==> src/shared/rtcac_pkg.sv <==
// constants of the clock value, alarm value and calibration block
// assumes a classic wishbone master with 32-bit data, byte addresses
package rtcac_pkg;

  // ************************************************************
  // register byte offsets
  // ************************************************************
  localparam logic [4:0] OFF_TIME_MS = 5'h00;
  localparam logic [4:0] OFF_ALM_MD = 5'h04;
  localparam logic [4:0] OFF_ALM_WH = 5'h08;
  localparam logic [4:0] OFF_ALM_MS = 5'h0C;
  localparam logic [4:0] OFF_CTRL = 5'h10;

  // ************************************************************
  // implemented bits and reset values
  // ************************************************************
  localparam logic [15:0] MASK_MS = 16'h7F7F;
  localparam logic [15:0] MASK_MD = 16'h1F3F;
  localparam logic [15:0] MASK_WH = 16'h073F;
  localparam logic [15:0] MASK_CTRL = 16'h21FF;
  localparam logic [15:0] RST_VALUE = 16'h0000;

  // ************************************************************
  // field positions
  // ************************************************************
  localparam int MIN_TEN_LSB = 12;
  localparam int MIN_ONE_LSB = 8;
  localparam int SEC_TEN_LSB = 4;
  localparam int SEC_ONE_LSB = 0;
  localparam int CTRL_CAL_LSB = 0;
  localparam int CTRL_TIMER_ON = 8;
  localparam int CTRL_WR_EN = 13;

  // ************************************************************
  // digit limits and timing
  // ************************************************************
  localparam logic [3:0] BCD_NINE = 4'h9;
  localparam logic [3:0] BCD_FIVE = 4'h5;
  localparam int TICK_HZ = 32768;
  localparam int CAL_STEP_SHIFT = 2;

endpackage

==> src/design/rtcac_core.sv <==
// minutes/seconds time register, alarm value registers and calibration
// assumes tick_i is the 32.768 kHz timekeeping clock from a pin and a
// classic wishbone master on clk_i
//
// Overview of operation
// - minute tens in bits 14-12, minute ones in bits 11-8, BCD.
// - second tens in bits 6-4, second ones in bits 3-0, BCD.
// - alarm month tens in bit 12, month ones in bits 11-8.
// - alarm day tens in bits 5-4, day ones in bits 3-0.
// - alarm weekday digit 0 to 6 in bits 10-8.
// - alarm hour tens in bits 5-4, hour ones in bits 3-0.
// - unimplemented bits read zero and ignore writes.
// - alarm month/day and weekday/hours writable only with write enable.
// - once a minute, signed calibration times four corrects the count.
// - each calibration step is four timekeeping pulses per minute.
// - negative calibration adds pulses for a fast oscillator.
`timescale 1ns/10ps
module rtcac_core #(
  parameter int PRESCALE = rtcac_pkg::TICK_HZ
) (
  input wire logic clk_i,
  input wire logic rst_i,
  input wire logic wb_cyc_i,
  input wire logic wb_stb_i,
  input wire logic wb_we_i,
  input wire logic [4:2] wb_adr_i,
  input wire logic [3:0] wb_sel_i,
  input wire logic [31:0] wb_dat_i,
  output logic [31:0] wb_dat_o,
  output logic wb_ack_o,
  input wire logic tick_i,
  output logic sec_pulse_o,
  output logic cal_applied_o
);

  // cal takes up to 127*4 off a second, which must stay positive
  initial begin
    if (PRESCALE < 1024 || PRESCALE > 65536) begin
      $error("rtcac_core: PRESCALE out of range");
    end
  end

  localparam logic [16:0] PRE_M1 = 17'(PRESCALE - 1);

  // ************************************************************
  // helpers
  // ************************************************************
  function automatic logic [15:0] merge(input logic [15:0] old,
                                        input logic [31:0] wd,
                                        input logic [3:0] sel,
                                        input logic [15:0] mask);
    logic [15:0] v;
    v = old;
    if (sel[0]) begin
      v[7:0] = wd[7:0];
    end
    if (sel[1]) begin
      v[15:8] = wd[15:8];
    end
    merge = v & mask;
  endfunction

  // returns carry and next digit
  function automatic logic [4:0] bcd_inc(input logic [3:0] d,
                                         input logic [3:0] max);
    if (d >= max) begin
      bcd_inc = {1'b1, 4'h0};
    end else begin
      bcd_inc = {1'b0, d + 4'h1};
    end
  endfunction

  // ************************************************************
  // tick synchroniser
  // ************************************************************
  logic tick_s1_ff, tick_s2_ff, tick_s3_ff;
  logic tick_en;

  always_ff @(posedge clk_i) begin
    if (rst_i) begin
      tick_s1_ff <= 1'b0;
      tick_s2_ff <= 1'b0;
      tick_s3_ff <= 1'b0;
    end else begin
      tick_s1_ff <= tick_i;
      tick_s2_ff <= tick_s1_ff;
      tick_s3_ff <= tick_s2_ff;
    end
  end

  assign tick_en = tick_s2_ff & ~tick_s3_ff;

  // ************************************************************
  // wishbone slave and registers
  // ************************************************************
  logic ack_ff, nxt_ack;
  logic [31:0] rdat_ff, nxt_rdat;
  logic [15:0] time_ms_ff, nxt_time_ms;
  logic [15:0] alm_md_ff, nxt_alm_md;
  logic [15:0] alm_wh_ff, nxt_alm_wh;
  logic [15:0] alm_ms_ff, nxt_alm_ms;
  logic [15:0] ctrl_ff, nxt_ctrl;
  logic [16:0] pre_ff, nxt_pre;
  logic sec_ff, nxt_sec;
  logic cal_ff, nxt_cal;
  logic req, wr_fire, wr_en, timer_on, sec_end, min_end;
  logic [4:0] adr;
  logic [7:0] cal;
  logic signed [7:0] cal_s;
  logic signed [17:0] cal_load;
  logic [4:0] s1, s10, m1, m10;

  assign req = wb_cyc_i & wb_stb_i;
  assign wr_fire = req & wb_we_i & ack_ff;
  assign adr = {wb_adr_i, 2'b00};
  assign wr_en = ctrl_ff[rtcac_pkg::CTRL_WR_EN];
  assign timer_on = ctrl_ff[rtcac_pkg::CTRL_TIMER_ON];
  assign cal = ctrl_ff[rtcac_pkg::CTRL_CAL_LSB +: 8];
  assign sec_end = timer_on & tick_en & (pre_ff == 17'h00000);
  // scale signed cal by four pulses a step
  // negative stretches the second, positive shortens it
  assign cal_s = cal;
  assign cal_load = $signed({1'b0, PRE_M1})
                    - ($signed({{10{cal[7]}}, cal})
                       <<< rtcac_pkg::CAL_STEP_SHIFT);
  assign s1 = bcd_inc(time_ms_ff[3:0], rtcac_pkg::BCD_NINE);
  assign s10 = bcd_inc({1'b0, time_ms_ff[6:4]}, rtcac_pkg::BCD_FIVE);
  assign m1 = bcd_inc(time_ms_ff[11:8], rtcac_pkg::BCD_NINE);
  assign m10 = bcd_inc({1'b0, time_ms_ff[14:12]}, rtcac_pkg::BCD_FIVE);
  assign min_end = sec_end & s1[4] & s10[4];

  always_comb begin
    nxt_ack = req & ~ack_ff;
    nxt_rdat = rdat_ff;
    nxt_time_ms = time_ms_ff;
    nxt_alm_md = alm_md_ff;
    nxt_alm_wh = alm_wh_ff;
    nxt_alm_ms = alm_ms_ff;
    nxt_ctrl = ctrl_ff;
    nxt_pre = pre_ff;
    nxt_sec = sec_end;
    nxt_cal = 1'b0;
    if (req & ~ack_ff) begin
      case (adr)
        rtcac_pkg::OFF_TIME_MS: nxt_rdat = {16'h0000, time_ms_ff};
        rtcac_pkg::OFF_ALM_MD: nxt_rdat = {16'h0000, alm_md_ff};
        rtcac_pkg::OFF_ALM_WH: nxt_rdat = {16'h0000, alm_wh_ff};
        rtcac_pkg::OFF_ALM_MS: nxt_rdat = {16'h0000, alm_ms_ff};
        rtcac_pkg::OFF_CTRL: nxt_rdat = {16'h0000, ctrl_ff};
        default: nxt_rdat = 32'h00000000;
      endcase
    end
    // prescaler: one second per PRESCALE ticks
    if (timer_on & tick_en) begin
      if (pre_ff == 17'h00000) begin
        if (s1[4] & s10[4]) begin
          nxt_pre = cal_load[16:0];
          nxt_cal = 1'b1;
        end else begin
          nxt_pre = PRE_M1;
        end
      end else begin
        nxt_pre = pre_ff - 17'h00001;
      end
    end
    if (sec_end) begin
      nxt_time_ms[3:0] = s1[3:0];
      if (s1[4]) begin
        nxt_time_ms[6:4] = s10[2:0];
        if (s10[4]) begin
          nxt_time_ms[11:8] = m1[3:0];
          if (m1[4]) begin
            nxt_time_ms[14:12] = m10[2:0];
          end
        end
      end
    end
    // software write wins over the count in the same cycle
    if (wr_fire) begin
      case (adr)
        rtcac_pkg::OFF_TIME_MS:
          nxt_time_ms = merge(time_ms_ff, wb_dat_i, wb_sel_i,
                              rtcac_pkg::MASK_MS);
        rtcac_pkg::OFF_ALM_MD: begin
          if (wr_en) begin
            nxt_alm_md = merge(alm_md_ff, wb_dat_i, wb_sel_i,
                               rtcac_pkg::MASK_MD);
          end
        end
        rtcac_pkg::OFF_ALM_WH: begin
          if (wr_en) begin
            nxt_alm_wh = merge(alm_wh_ff, wb_dat_i, wb_sel_i,
                               rtcac_pkg::MASK_WH);
          end
        end
        rtcac_pkg::OFF_ALM_MS:
          nxt_alm_ms = merge(alm_ms_ff, wb_dat_i, wb_sel_i,
                             rtcac_pkg::MASK_MS);
        rtcac_pkg::OFF_CTRL:
          nxt_ctrl = merge(ctrl_ff, wb_dat_i, wb_sel_i,
                           rtcac_pkg::MASK_CTRL);
        default: nxt_ctrl = ctrl_ff;
      endcase
    end
  end

  always_ff @(posedge clk_i) begin
    if (rst_i) begin
      ack_ff <= 1'b0;
      rdat_ff <= 32'h00000000;
      time_ms_ff <= rtcac_pkg::RST_VALUE;
      alm_md_ff <= rtcac_pkg::RST_VALUE;
      alm_wh_ff <= rtcac_pkg::RST_VALUE;
      alm_ms_ff <= rtcac_pkg::RST_VALUE;
      ctrl_ff <= rtcac_pkg::RST_VALUE;
      pre_ff <= PRE_M1;
      sec_ff <= 1'b0;
      cal_ff <= 1'b0;
    end else begin
      ack_ff <= nxt_ack;
      rdat_ff <= nxt_rdat;
      time_ms_ff <= nxt_time_ms;
      alm_md_ff <= nxt_alm_md;
      alm_wh_ff <= nxt_alm_wh;
      alm_ms_ff <= nxt_alm_ms;
      ctrl_ff <= nxt_ctrl;
      pre_ff <= nxt_pre;
      sec_ff <= nxt_sec;
      cal_ff <= nxt_cal;
    end
  end

  assign wb_ack_o = ack_ff;
  assign wb_dat_o = rdat_ff;
  assign sec_pulse_o = sec_ff;
  assign cal_applied_o = cal_ff;
endmodule

==> config.mk <==
export PLATFORM = sky130hd
export DESIGN_NAME = rtcac_core
export DESIGN_NICKNAME = d
export VERILOG_FILES = /design/src/shared/rtcac_pkg.sv /design/src/design/rtcac_core.sv
export SDC_FILE = /design/constraint.sdc
export NUM_CORES = 1
export LEC_CHECK = 0
export BUFFER_PORTS_ARGS = -buffer_cell sky130_fd_sc_hd__clkbuf_2
export CAP_MARGIN = 20
export CORE_MARGIN = 2
export CORE_UTILIZATION = 51
export DETAILED_ROUTE_END_ITERATION = 8
export PLACE_DENSITY_LB_ADDON = 0.2
export SYNTH_ARGS = -nofsm -noshare
export SYNTH_HDL_FRONTEND = slang
export SYNTH_SLANG_ARGS = --single-unit
==> constraint.sdc <==
create_clock -name clk_i -period 2 [get_ports clk_i]
set_input_delay 0.4 -clock clk_i [delete_from_list [all_inputs] [get_ports clk_i]]
set_output_delay 0.4 -clock clk_i [all_outputs]
set_load 0.1 [all_outputs]
==> metrics.cfg <==
[status]
status = complete, but fails checks
failed_checks = setup timing

[clock_tree]
cts_sink_cnt = 96
clkTransAtPathRegs_ns = 0.09
cts_tree = done
clk-insertion-delay-late_ns = 0.38
clock_tree.buffer_depth = 2
cts_made_buffers = 9
htreeDepth = 3
root_buffer = clkbuf_8

[yosys]
synthTopCellsByArea = dfxtp_1, mux2i_1, nor2_1
post_synth.cell_area_avg_sq_um = 8.57
yosys.area.top_type_share_pct = 38.7
synth.most_common_cell = dfxtp_1
number_of_flip_flops_and_latches_in_the_synthesized_netlist = 96
ys_dominant_reg_cell = dfxtp_1
synth_area_sq_um = 4960
netlist-cell-type-count = 62
synth_sequential_area_ratio_pct = 38.7
ys_top_cells_by_count = dfxtp_1, nor2_1, nand2_1
async_flop_share_pct = 0
edff_count_synth = 0
synth.yosys.warnings = 0
synth_cells = 579
synth_top_area_cell = dfxtp_1

[power_and_ir_drop]
power_per_cell_area_nw_per_um2 = 590
p_switching_mw = 0.995
power.share.sequential_pct = 54.6
power.internal_mw = 2.52
swShare_pct = 28.3
cellLeakagePower_nw = 2.45
peak_supply_drop_v = 0.000520
clock_power_share_pct = 36.0
combinational_share_of_power_pct = 9.4
design_power_mw = 3.52

[global_routing]
number_of_global_route_vias_before_repair = 4480
global_route_wire_length_before_repair_um = 21400
antenna_found_initial = 0
grt_max_degree = 35
grt_overflow_total = 0
total_grt_usage_pct = 25.9

[worst_setup_path]
worstSetupStartpoint = pre_ff[1]
critical_path.endpoint = time_ms_ff[4]
critical_path_buf_inv_count = 2
r2r_end = time_ms_ff[4]
regToRegSetupSlack_ns = -0.03
cp_top_family = simple AND/OR/NAND/NOR gates
endpoint_kind = flop
critPathArrivalTime_ns = 2.32
required_arrival_time_at_the_worst_endpoint_ns = 2.29
worstSetupPathDepth = 8
worstReg2RegStart = pre_ff[1]
cp_common_cell = or3_4
cp_max_fo = 5
worst_r2r_path_depth = 8
startpoint_type = flop
slowest_stage_cell_crit_path = or3_4
critical-path-max-stage-delay_ns = 0.35
critical_path_class = flop to flop
path_cells = inv_2, ha_4, nor4b_4, nand4_1, buf_6, or3_4, or3_4, a311oi_2

[drt]
wl_per_cell_um = 16.2
first_pass_iters = 5
drt-total-wl_um = 13000
via_count = 4722
route.antenna.remaining_nets = 0
count_of_routing_violations_after_the_opening_detailed_route_iteration = 310
remaining_design_rule_violation_count = 0
via_per_inst = 5.91

[placed_design]
pre_cts_ws_ns = -0.188
dpl_cell_area_sq_um = 5630
port_buf_inserts = 43
gp_congestion = 0.867
place_hpwl_um = 9600

[sta]
rsz0062_at_grt = true
timing.max_slew.rel_slack_pct = 63.7
tightest_slew_ns = 0.547
shortest_period_the_worst_path_allows_ns = 2.03
max_clock_freq_ghz = 0.493
final.setup_skew_ns = 0.0108
number_of_failing_hold_endpoints_at_the_final_stage = 0
fin_tns_setup_ns = -0.0549
final-max-slew-violation-count = 0
layout_worst_path_cycle_share_pct = 101
report.final.setup_viol = 2
finalWorstSetupSlack_ns = -0.0291

[cells_and_area]
filler_cell_count = 825
syn_to_final_growth_pct = 20.2
nNetsFinal = 722
antenna_diode_instance_count = 0
drive_gt1_share_pct = 25.2
fin_area_sq_um = 5960

[hold_path]
min_delay_path_depth = 2
holdCritPathClass = input pin to flop

[floorplan]
initial_utilization_pct = 53.2
floorplan_core_area_sq_um = 9330
chip_height_um = 103
die-area_sq_um = 10500
ios = 80
die_w_um = 103
placement_rows = 35

[run]
maxCapViolCount = 0

## layer usage
metal  wire length (um)  track usage, %
met1               5620            32.3
met2               6290            43.4
met3                676            4.88
met4                389            11.8
met5                  0               0
## cell families after synthesis
family	count (synthesis)	share of synthesized area (%)
AO/OA/AOI/OAI	134	18.6
XOR/XNOR	1	0.177
adder cells (fa/ha/maj)	12	3.03
buffers and inverters	64	6.28
flip-flops	96	38.7
multiplexers	46	9.99
other	1	0.0756
AND/OR/NAND/NOR	225	23.1
## registers in the layout, indices dropped and copies added, names as in the netlist
register	flops
alm_md_ff	11
alm_ms_ff	14
alm_wh_ff	9
cal_applied_o	1
ctrl_ff	10
pre_ff	17
sec_pulse_o	1
tick_s1_ff	1
tick_s2_ff	1
tick_s3_ff	1
time_ms_ff	14
wb_ack_o	1
wb_dat_o	15
## cell type report
| cell class | instances | area, sq um | share of cell area (%) |
|---|---|---|---|
| multi-input combinational | 435 | 2900 | 48.7 |
| sequential | 96 | 1930 | 32.3 |
| timing repair buffer | 111 | 729 | 12.2 |
| tap | 129 | 161 | 2.71 |
| clock buffer | 11 | 151 | 2.54 |
| clock inverter | 5 | 45.0 | 0.755 |
| inverter | 12 | 45.0 | 0.755 |
## cells in the final DEF, fill, tap and decap left out, types with 4 or more instances in the layout
cell and instances:
o21ai_0 13, nor4_1 5, nor2b_1 7, mux2_2 8, o2bb2ai_1 5, conb_1 17, nor3b_1 5, nand4_1 8
and2_1 4, or3_1 8, dfxtp_2 4, nor3_2 4, ha_1 11, dfxtp_1 92, o31a_1 4, nor3_1 5
a31oi_1 8, a22oi_1 27, nor2_1 65, a221oi_1 5, nand3_1 37, o211ai_1 4, o22ai_1 7, mux2i_1 36
buf_4 67, clkbuf_8 11, inv_1 10, a21oi_1 30, nand2_1 46, clkbuf_2 43
## power by group through the flow
stage	combinational (mW)	sequential [mW]	clock (mW)
3_3_place_gp	0.322	1.96	0
6_report	0.331	1.92	1.27
4_1_cts	0.327	1.92	1.29
3_5_place_dp	0.326	1.96	0
5_1_grt	0.346	1.92	1.38
2_1_floorplan	0.258	1.97	0
## stage by stage
step,hold WS [ns],util [%],std cells
2_1_floorplan,0.414,-,595
3_3_place_gp,0.429,60.3,779
3_5_place_dp,0.424,60.3,779
4_1_cts,0.258,62.9,797
5_1_grt,0.251,63.9,799
6_report,0.260,63.9,799
## what timing repair did
action	4_1_cts	5_1_grt
hold endpoints to repair	0	0
setup buffers	2	2
hold buffers	0	0
setup endpoints to repair	17	24
pin swaps	5	10
gates resized for setup	9	22
## how the worst min path moves through the flow
stage / startpoint / to
after global routing: tick_i / tick_s1_ff
after floorplan: tick_s1_ff / tick_s2_ff
after detailed placement: tick_s1_ff / tick_s2_ff
after global placement: tick_s1_ff / tick_s2_ff
final: tick_i / tick_s1_ff
after CTS: tick_i / tick_s1_ff
No activity file was read; power rests on OpenSTA's default activity.
